### src/srh_defs.vh
/*
  Constants for the host-side controller of a 1024 x 4 asynchronous static
  memory with one shared data bus, active-low chip select and write strobe.
  Assumes a single 20 MHz system clock; times below are in ns, except SRH_SYNC_CYC, which is in cycles.
*/
// Operation
// - For a read, host keeps write strobe high while chip select is low.
// - Address is valid before or when chip select falls in a read.
// - Host never drives data against the memory's own driven outputs.
// - Write strobe rising with select low re-enables outputs; host must not fight.
`ifndef SRH_DEFS_VH
`define SRH_DEFS_VH

`define SRH_ADDR_W 10
`define SRH_DATA_W 4

// Sized to the 16-bit argument of the cycle conversion
`define SRH_CLK_NS 16'h0032

// Slowest speed grade, so any grade fitted on the board works
`define SRH_T_AA_NS 16'h0037
`define SRH_T_WP_NS 16'h0028
`define SRH_T_CW_NS 16'h0032
`define SRH_T_DW_NS 16'h0014
`define SRH_T_WR_NS 16'h0005
`define SRH_T_HZ_NS 16'h0014
`define SRH_T_WZ_NS 16'h0014

// Three synchroniser stages plus the agreement register; sized to the counter
`define SRH_SYNC_CYC 8'h04

`define SRH_CNT_W 8

`endif

### src/srh_sync.v
/*
  Three-stage input synchroniser for the memory data pins.
  Assumes the pins are asynchronous to clk; the filtered value moves only
  when the second and third stages agree.
*/
`timescale 1ns/10ps
`include "srh_defs.vh"

module srh_sync (
  input wire clk,
  input wire reset_n,
  input wire [`SRH_DATA_W-1:0] pin_in,
  output reg [`SRH_DATA_W-1:0] value_r
);

  reg [`SRH_DATA_W-1:0] s1_r;
  reg [`SRH_DATA_W-1:0] s2_r;
  reg [`SRH_DATA_W-1:0] s3_r;

  always @(posedge clk or negedge reset_n) begin
    if (!reset_n) begin
      s1_r <= {`SRH_DATA_W{1'b0}};
      s2_r <= {`SRH_DATA_W{1'b0}};
      s3_r <= {`SRH_DATA_W{1'b0}};
      value_r <= {`SRH_DATA_W{1'b0}};
    end else begin
      s1_r <= pin_in;
      s2_r <= s1_r;
      s3_r <= s2_r;
      // A bit caught mid-transition in one stage is not passed on
      if (s2_r == s3_r) begin
        value_r <= s3_r;
      end
    end
  end

endmodule

### src/srh_ctrl.v
/*
  Host-side controller for a 1024 x 4 asynchronous static memory.
  Takes one read or write request at a time from user logic and sequences
  address, chip select, write strobe and the shared data bus.
  Assumes the memory pins are wired directly, one 20 MHz clock, and that the
  board resolves the data wire from sram_dq_out and sram_dq_oe.
*/
`timescale 1ns/10ps
`include "srh_defs.vh"

module srh_ctrl (
  input wire clk,
  input wire reset_n,
  input wire req,
  input wire req_write,
  input wire req_verify,
  input wire [`SRH_ADDR_W-1:0] req_addr,
  input wire [`SRH_DATA_W-1:0] req_wdata,
  output reg ready_r,
  output reg done_r,
  output reg rd_valid_r,
  output reg [`SRH_DATA_W-1:0] rd_data_r,
  output reg verify_fail_r,
  output reg [`SRH_ADDR_W-1:0] sram_addr_r,
  output reg sram_cs_n_r,
  output reg sram_we_n_r,
  output reg [`SRH_DATA_W-1:0] sram_dq_out_r,
  output reg sram_dq_oe_r,
  input wire [`SRH_DATA_W-1:0] sram_dq_in
);

  // Least times round up to whole cycles, never below one
  function [`SRH_CNT_W-1:0] ns_to_cyc;
    input [15:0] ns;
    reg [15:0] tmp;
    begin
      tmp = (ns + `SRH_CLK_NS - 16'h0001) / `SRH_CLK_NS;
      if (tmp == 16'd0) begin
        tmp = 16'd1;
      end
      ns_to_cyc = tmp[`SRH_CNT_W-1:0];
    end
  endfunction

  function [`SRH_CNT_W-1:0] max_cyc;
    input [`SRH_CNT_W-1:0] a;
    input [`SRH_CNT_W-1:0] b;
    begin
      max_cyc = (a > b) ? a : b;
    end
  endfunction

  localparam [`SRH_CNT_W-1:0] AA_CYC = ns_to_cyc(`SRH_T_AA_NS);
  localparam [`SRH_CNT_W-1:0] SYNC_CYC = `SRH_SYNC_CYC;
  localparam [`SRH_CNT_W-1:0] RD_CYC = AA_CYC + SYNC_CYC;
  localparam [`SRH_CNT_W-1:0] PUL_CYC =
    max_cyc(max_cyc(ns_to_cyc(`SRH_T_WP_NS), ns_to_cyc(`SRH_T_CW_NS)),
            ns_to_cyc(`SRH_T_DW_NS));
  localparam [`SRH_CNT_W-1:0] TURN_CYC =
    max_cyc(max_cyc(ns_to_cyc(`SRH_T_HZ_NS), ns_to_cyc(`SRH_T_WZ_NS)),
            ns_to_cyc(`SRH_T_WR_NS));
  localparam [`SRH_CNT_W-1:0] CNT_ONE = {{(`SRH_CNT_W-1){1'b0}}, 1'b1};

  localparam [2:0] ST_IDLE = 3'h0;
  localparam [2:0] ST_RD_SET = 3'h1;
  localparam [2:0] ST_RD_ACC = 3'h2;
  localparam [2:0] ST_WR_SET = 3'h3;
  localparam [2:0] ST_WR_PUL = 3'h4;
  localparam [2:0] ST_WR_END = 3'h5;
  localparam [2:0] ST_TURN = 3'h6;

  reg [2:0] state_r;
  reg [2:0] state_nxt;
  reg [`SRH_CNT_W-1:0] cnt_r;
  reg [`SRH_CNT_W-1:0] cnt_nxt;
  reg vpend_r;
  reg vpend_nxt;
  reg chk_r;
  reg chk_nxt;
  reg ready_nxt;
  reg done_nxt;
  reg rd_valid_nxt;
  reg [`SRH_DATA_W-1:0] rd_data_nxt;
  reg verify_fail_nxt;
  reg [`SRH_ADDR_W-1:0] sram_addr_nxt;
  reg sram_cs_n_nxt;
  reg sram_we_n_nxt;
  reg [`SRH_DATA_W-1:0] sram_dq_out_nxt;
  reg sram_dq_oe_nxt;

  wire [`SRH_DATA_W-1:0] dq_sync;
  wire cnt_last;

  srh_sync u_sync (
    .clk(clk),
    .reset_n(reset_n),
    .pin_in(sram_dq_in),
    .value_r(dq_sync)
  );

  assign cnt_last = (cnt_r == CNT_ONE);

  always @* begin
    state_nxt = state_r;
    cnt_nxt = cnt_r;
    vpend_nxt = vpend_r;
    chk_nxt = chk_r;
    ready_nxt = ready_r;
    done_nxt = 1'b0;
    rd_valid_nxt = 1'b0;
    rd_data_nxt = rd_data_r;
    verify_fail_nxt = 1'b0;
    sram_addr_nxt = sram_addr_r;
    sram_cs_n_nxt = sram_cs_n_r;
    sram_we_n_nxt = sram_we_n_r;
    sram_dq_out_nxt = sram_dq_out_r;
    sram_dq_oe_nxt = sram_dq_oe_r;
    case (state_r)
      ST_IDLE: begin
        if (req && ready_r) begin
          ready_nxt = 1'b0;
          // Address only moves while deselected
          sram_addr_nxt = req_addr;
          vpend_nxt = req_write & req_verify;
          chk_nxt = 1'b0;
          if (req_write) begin
            // Strobe low and bus driven while the memory is still deselected
            sram_we_n_nxt = 1'b0;
            sram_dq_out_nxt = req_wdata;
            sram_dq_oe_nxt = 1'b1;
            state_nxt = ST_WR_SET;
          end else begin
            sram_we_n_nxt = 1'b1;
            sram_dq_oe_nxt = 1'b0;
            state_nxt = ST_RD_SET;
          end
        end
      end
      ST_RD_SET: begin
        // Address has stood a full cycle before select falls
        sram_cs_n_nxt = 1'b0;
        cnt_nxt = RD_CYC;
        state_nxt = ST_RD_ACC;
      end
      ST_RD_ACC: begin
        if (cnt_last) begin
          sram_cs_n_nxt = 1'b1;
          if (chk_r) begin
            // Read-back after a write must return what was written
            verify_fail_nxt = (dq_sync != sram_dq_out_r);
            chk_nxt = 1'b0;
          end else begin
            rd_data_nxt = dq_sync;
            rd_valid_nxt = 1'b1;
          end
          cnt_nxt = TURN_CYC;
          state_nxt = ST_TURN;
        end else begin
          cnt_nxt = cnt_r - CNT_ONE;
        end
      end
      ST_WR_SET: begin
        // Select falls after the strobe, so memory outputs never turn on
        sram_cs_n_nxt = 1'b0;
        cnt_nxt = PUL_CYC;
        state_nxt = ST_WR_PUL;
      end
      ST_WR_PUL: begin
        if (cnt_last) begin
          // Select rises first: no window where strobe is high and select low
          sram_cs_n_nxt = 1'b1;
          state_nxt = ST_WR_END;
        end else begin
          cnt_nxt = cnt_r - CNT_ONE;
        end
      end
      ST_WR_END: begin
        // Data held past the end of write, then released
        sram_we_n_nxt = 1'b1;
        sram_dq_oe_nxt = 1'b0;
        cnt_nxt = TURN_CYC;
        state_nxt = ST_TURN;
      end
      ST_TURN: begin
        // Bus turnaround; slower than the memory's release time
        if (cnt_last) begin
          if (vpend_r) begin
            vpend_nxt = 1'b0;
            chk_nxt = 1'b1;
            state_nxt = ST_RD_SET;
          end else begin
            done_nxt = 1'b1;
            ready_nxt = 1'b1;
            state_nxt = ST_IDLE;
          end
        end else begin
          cnt_nxt = cnt_r - CNT_ONE;
        end
      end
      default: begin
        sram_cs_n_nxt = 1'b1;
        sram_we_n_nxt = 1'b1;
        sram_dq_oe_nxt = 1'b0;
        ready_nxt = 1'b1;
        state_nxt = ST_IDLE;
      end
    endcase
  end

  always @(posedge clk or negedge reset_n) begin
    if (!reset_n) begin
      state_r <= ST_IDLE;
      cnt_r <= {`SRH_CNT_W{1'b0}};
      vpend_r <= 1'b0;
      chk_r <= 1'b0;
      ready_r <= 1'b1;
      done_r <= 1'b0;
      rd_valid_r <= 1'b0;
      rd_data_r <= {`SRH_DATA_W{1'b0}};
      verify_fail_r <= 1'b0;
      sram_addr_r <= {`SRH_ADDR_W{1'b0}};
      sram_cs_n_r <= 1'b1;
      sram_we_n_r <= 1'b1;
      sram_dq_out_r <= {`SRH_DATA_W{1'b0}};
      sram_dq_oe_r <= 1'b0;
    end else begin
      state_r <= state_nxt;
      cnt_r <= cnt_nxt;
      vpend_r <= vpend_nxt;
      chk_r <= chk_nxt;
      ready_r <= ready_nxt;
      done_r <= done_nxt;
      rd_valid_r <= rd_valid_nxt;
      rd_data_r <= rd_data_nxt;
      verify_fail_r <= verify_fail_nxt;
      sram_addr_r <= sram_addr_nxt;
      sram_cs_n_r <= sram_cs_n_nxt;
      sram_we_n_r <= sram_we_n_nxt;
      sram_dq_out_r <= sram_dq_out_nxt;
      sram_dq_oe_r <= sram_dq_oe_nxt;
    end
  end

endmodule

### config.mk
export PLATFORM = sky130hd
export DESIGN_NAME = srh_ctrl
export DESIGN_NICKNAME = d
export VERILOG_FILES = /design/src/srh_sync.v /design/src/srh_ctrl.v
export VERILOG_INCLUDE_DIRS = /design/src /design/src/src
export SDC_FILE = /design/constraint.sdc
export NUM_CORES = 1
export LEC_CHECK = 0
export BUFFER_PORTS_ARGS = -buffer_cell sky130_fd_sc_hd__buf_4
export CAP_MARGIN = 40
export CORE_ASPECT_RATIO = 2
export CORE_UTILIZATION = 58
export CTS_BUF_LIST = sky130_fd_sc_hd__clkbuf_8 sky130_fd_sc_hd__clkbuf_16
export CTS_CLUSTER_SIZE = 28
export DETAILED_ROUTE_END_ITERATION = 6
export PLACE_DENSITY = 0.89
export REMOVE_ABC_BUFFERS = 1
export SLEW_MARGIN = 20
export SYNTH_ARGS = -nofsm -noshare
export SYNTH_HDL_FRONTEND = slang
export SYNTH_SLANG_ARGS = --single-unit
### constraint.sdc
create_clock -name clk -period 3 [get_ports clk]
set_input_delay 0.6 -clock clk [delete_from_list [all_inputs] [get_ports clk]]
set_output_delay 0.6 -clock clk [all_outputs]
set_load 0.05 [all_outputs]
## After elaboration in Yosys (flattened, before gate mapping)

Index checks and enable logic that the tools add are counted.

| operators by class | value |
|---|---|
| add/subtract/negate cells | 1 |
| equality and inequality tests | 17 |
| multiplexer cells | 37 |
| bitwise gates (word level) | 5 |
| reductions and logical operators | 22 |

Operators with widths:

| kind | number |
|---|---|
| one-hot mux 8 bit (4 select lines) | 1 |
| 2-to-1 mux 1 bit | 22 |
| one-hot mux 3 bit (7 select lines) | 1 |
| 2-to-1 mux 8 bit | 2 |
| inequality test 2 bit, second input constant | 7 |
| 2-to-1 mux 3 bit | 4 |
| OR reduction 5 bit | 2 |
| equality test 3 bit, second input constant | 3 |
| one-hot mux 1 bit (3 select lines) | 3 |
| AND reduction 3 bit | 3 |
| equality test 8 x 1 -> 1 bit, second input constant | 1 |
| AND reduction 2 bit | 4 |
| AND reduction 4 bit | 2 |
| OR reduction 2 bit | 4 |
| subtractor 8 x 1 -> 8 bit, second input constant | 1 |
| equality test 3 x 2 -> 1 bit, second input constant | 2 |
| one-hot mux 1 bit (2 select lines) | 3 |
| AND reduction 5 bit | 1 |
| equality test 4 bit | 1 |
| inequality test 4 bit | 1 |
| inverter 1 bit | 4 |
| nonzero test 4 bit | 1 |
| equality test 3 x 1 -> 1 bit, second input constant | 1 |
| logical NOT 3 bit | 1 |
| 7 further kinds | 7 |

| word-level totals | value |
|---|---|
| register bits | 54 |
| input bits | 23 |
| output and inout port bits | 25 |
| logic and storage cells | 100 |

## Logic depth before layout (Yosys ltp)

| logic depth | value |
|---|---|
| depth after elaboration | 4 |
| depth in mapped cells | 7 |
| gate-level depth less buffers | 6 |

## Modules after synthesis

Synthesis repeated with hierarchy kept, for this count alone.

| unflattened totals | value |
|---|---|
| cells, all modules | 208 |
| area total of the unflattened synthesis | 2456.1 µm² |

By module, submodules not included:

| module | times used | cells each | area an instance (µm²) | seq. area each (µm²) |
|---|---|---|---|---|
| srh_ctrl | 1 | 183 | 1963.1 | 954.7 |
| srh_sync | 1 | 25 | 493.0 | 400.4 |

## Least setup slack after synthesis

No wires, ideal clock.

| path | value |
|---|---|
| kind | register -> register |
| from | register ready_r |
| to | register sram_addr_r[2] |
| setup time | 0.125 ns |
| arrival | 1.688 ns |
| required time | 2.875 ns |
| setup slack | 1.188 ns |
| cell stages (with the launch flop) | 5 |
| buffers on the path | 1 |
| clock period less this slack | 1.812 ns |
| cells stage by stage | dfstp_2 > and3b_1 > and3_1 > buf_2 > mux2_2 |

| on the way | value |
|---|---|
| longest elaborated chain between the ends | 2 |

RTL lines:

| element | RTL line | source |
|---|---|---|
| from (decl) | srh_ctrl.v:19 | `output reg ready_r,` |
| from (signal assigned) | srh_ctrl.v:231 | `ready_r <= ready_nxt;` |
| logical AND 1 bit | srh_ctrl.v:120 | `if (req && ready_r) begin` |
| AND reduction 2 bit (no line) | n/a |  |
| to (signal assigned) | srh_ctrl.v:221 | `` sram_addr_r <= {`SRH_ADDR_W{1'b0}}; `` |
| to (signal assigned) | srh_ctrl.v:236 | `sram_addr_r <= sram_addr_nxt;` |
| to (decl) | srh_ctrl.v:24 | `` output reg [`SRH_ADDR_W-1:0] sram_addr_r, `` |

Every way passes these cells.
A chain may end at the register's enable or synchronous reset.

## Worst setup path in the final report

| path | value |
|---|---|
| from | register cnt_r[1] |
| to | register rd_data_r[3] |

| on the way | value |
|---|---|
| longest elaborated chain between the ends | 2 |

RTL lines:

| element | RTL line | source |
|---|---|---|
| from (decl) | srh_ctrl.v:74 | `` reg [`SRH_CNT_W-1:0] cnt_r; `` |
| from (signal assigned) | srh_ctrl.v:213 | `` cnt_r <= {`SRH_CNT_W{1'b0}}; `` |
| from (signal assigned) | srh_ctrl.v:228 | `cnt_r <= cnt_nxt;` |
| equality test 8 x 1 -> 1 bit | srh_ctrl.v:101 | `assign cnt_last = (cnt_r == CNT_ONE);` |
| AND reduction 3 bit (no line) | n/a |  |
| to (signal assigned) | srh_ctrl.v:219 | `` rd_data_r <= {`SRH_DATA_W{1'b0}}; `` |
| to (signal assigned) | srh_ctrl.v:234 | `rd_data_r <= rd_data_nxt;` |
| to (decl) | srh_ctrl.v:22 | `` output reg [`SRH_DATA_W-1:0] rd_data_r, `` |

Every way passes these cells.

==> impl_metrics.json <==
{
  "io-pin-count": 48,
  "die-height_um": 93.6,
  "cp_slowest_cell": "dfrtp_1",
  "post_cts_resized": 0,
  "antenna-diode-count": 0,
  "critPathArrivalTime_ps": 2330,
  "antenna_found_initial": 0,
  "yosys-top-cells-count": "dfrtp_1 (51), mux2_2 (18), o21ai_0 (16)",
  "reg2reg_depth": 6,
  "post_cts_buffers": 0,
  "clk_pin_slew_ps": 100,
  "gp_congestion": 0.849,
  "r2r_slack_ps": 880,
  "r2r_start": "cnt_r[1]",
  "fillerInstances": 317,
  "p_per_area_mw_per_mm2": 445,
  "setup_viol": 0,
  "num_rows": 33,
  "antenna_left": 0,
  "status": "finished, final reports clean",
  "portBuffers": 47,
  "worstPathRequired_ps": 3200,
  "path_class": "flop to flop",
  "yosysTopAreaCell": "dfrtp_1",
  "dieArea_mm2": 0.00447,
  "cts_tree": "yes",
  "drt-wirelength-per-cell_um": 15.8,
  "cp-start-kind": "flop",
  "crit_start": "cnt_r[1]",
  "grt_max_degree": 55,
  "hold_violations": 0,
  "wirelength_mm": 4.90,
  "hpwl_mm": 3.46,
  "synth.area.top_cells": "dfrtp_1 (52%), mux2_2 (8.3%), o21ai_0 (3.3%), dfstp_2 (3.2%), a21oi_1 (2.7%)",
  "nets": 283,
  "die_w_um": 47.8,
  "area_delta_synth_final_pct": 20.2,
  "multi_input_area_um2": 986,
  "synth_area_mm2": 0.00243,
  "ys_ff_latch": 54,
  "via_per_inst": 5.85,
  "rsz0062_at_grt": "no",
  "yosysMostFrequentCell": "dfrtp_1",
  "cts.sinks": 54,
  "ys_seq_area_frac": 0.557,
  "slew_headroom": 0.569,
  "synth_edf_count": 0,
  "vias": 1813,
  "start_util": 0.601,
  "drive_gt1_frac": 0.337,
  "skew_ps": 5.19,
  "period_share": 0.708,
  "ir_drop_mv": 0.418,
  "finalPower_mw": 1.30,
  "clk_latency_ps": 310,
  "max_cap_viol_count": 0,
  "grt_pass1_vias": 1801,
  "firstDrtPassIters": 4,
  "slew_violations": 0,
  "seq_area_mm2": 0.00136,
  "synth_top_area_share": 0.525,
  "ctsHtreeMaxLevel": 2,
  "cts_hold_buf": 0,
  "grt_use_total": 0.247,
  "p_leak_nw": 1.49,
  "yosysWarnings": 0,
  "remaining_drc_errors": 0,
  "ys.flop_type": "dfrtp_1",
  "period_needed_ps": 2120,
  "worst_slew_pin_slew_ps": 646,
  "cts_root_buf": "clkbuf_8",
  "end_kind": "flop",
  "coreArea_mm2": 0.00405,
  "initialDrtViolationCount": 63,
  "min_path_type": "input pin to async pin",
  "rr_endpoint": "rd_data_r[3]",
  "async_reset_ff_frac": 1.00,
  "syn_inst": 209,
  "fmax_ghz": 0.471,
  "yosysUniqueCellTypes": 45,
  "endpoint": "rd_data_r[3]",
  "worst-path-max-fanout": 9,
  "cp_slowest_stage_delay_ps": 450,
  "finalSetupTns_ps": 0,
  "grt-ovfl-total": 0,
  "cts_made_buffers": 5,
  "syn_avg_cell_area_um2": 11.6,
  "path_cells": "inv_1, ha_1, nor3b_2, and2_1, nand3b_4, mux2_4",
  "grt_pass1_wl_mm": 7.95,
  "cts_buffer_depth": 2
}
## critical path, delay by kind of cell (launching register included)
family	cells	cell delay, ps
mux	1	330
simple gates	3	950
buf+inv	1	140
fa+ha+maj	1	160
flops	1	450
## worst min path at each step
stage / start / endpoint / slack (ps)
after detailed placement: u_sync.s1_r[2] / u_sync.s2_r[2] / 330
after global routing: reset_n / u_sync.value_r[1] / 370
final: reset_n / u_sync.s3_r[1] / 300
after global placement: u_sync.s1_r[1] / u_sync.s2_r[1] / 330
after CTS: reset_n / u_sync.s3_r[1] / 330
after floorplan: reset_n / chk_r / 300
## placed cells by master (no fill, tap or decap), drive strengths merged, types with 2 or more instances in the layout
| cell type | instances |
|---|---|
| nor2 | 8 |
| nand3b | 2 |
| a21oi | 13 |
| nor3 | 6 |
| mux2 | 22 |
| and3 | 3 |
| clkinv | 2 |
| xnor2 | 4 |
| xor2 | 4 |
| o211ai | 2 |
| or4 | 2 |
| o21ai | 16 |
| o2bb2ai | 2 |
| nor4 | 2 |
| inv | 13 |
| nand4 | 2 |
| ha | 3 |
| a31oi | 2 |
| a211oi | 3 |
| dfrtp | 51 |
| nand3 | 4 |
| dfstp | 3 |
| buf | 49 |
| a2bb2oi | 2 |
| mux2i | 3 |
| clkbuf | 6 |
| nand2 | 14 |
| o21a | 2 |
## layer usage
metal  global-route usage  vias up  routed length (um)
met5                    0        -                   0
met4                0.127        0                 153
met3               0.0425       17                 210
met2                0.412       62                2730
met1                0.284      901                1800
li1                     -      833                   -
## per-stage QoR
step | setup WS [ps] | utilization | instances | instance area [um2] | hold WS (ps)
6_report | 876 | 0.722 | 310 | 2920 | 297
5_1_grt | 675 | 0.722 | 310 | 2920 | 367
4_1_cts | 872 | 0.722 | 310 | 2920 | 332
3_5_place_dp | 849 | 0.698 | 302 | 2820 | 335
3_3_place_gp | 930 | 0.698 | 302 | 2820 | 332
2_1_floorplan | 1060 | - | 201 | 2390 | 304
## where the power goes
part	total [mW]	switching [mW]	leakage, nW	internal, mW
logic	0.0853	0.0360	0.772	0.0493
clock network	0.432	0.242	0.0514	0.190
registers	0.783	0.0255	0.667	0.757
## area by class of cell
| cell class | count | area share |
|---|---|---|
| Tap cell | 52 | 0.0223 |
| Clock inverter | 2 | 0.00599 |
| Timing Repair Buffer | 49 | 0.126 |
| Inverter | 13 | 0.0167 |
| Sequential cell | 54 | 0.464 |
| Multi-Input combinational cell | 134 | 0.337 |
| Clock buffer | 6 | 0.0283 |
## flip-flops by register name, summed over array words and instances, names as in the netlist
| name | cells |
|---|---|
| u_sync.s1_r | 4 |
| u_sync.s3_r | 4 |
| state_r | 3 |
| ready_r | 1 |
| u_sync.value_r | 4 |
| sram_dq_out_r | 4 |
| done_r | 1 |
| sram_addr_r | 10 |
| chk_r | 1 |
| rd_valid_r | 1 |
| u_sync.s2_r | 4 |
| verify_fail_r | 1 |
| sram_dq_oe_r | 1 |
| cnt_r | 8 |
| sram_cs_n_r | 1 |
| rd_data_r | 4 |
| sram_we_n_r | 1 |
| vpend_r | 1 |
## cells by family after synthesis
kind of cell    after synthesis  synth area share
compound gates               49             0.124
xor+xnor                      8            0.0288
fa+ha+maj                     3            0.0154
buf+inv                      21            0.0371
flops                        54             0.557
mux                          25             0.120
simple gates                 49             0.117
(Power assumes the default switching activity.)
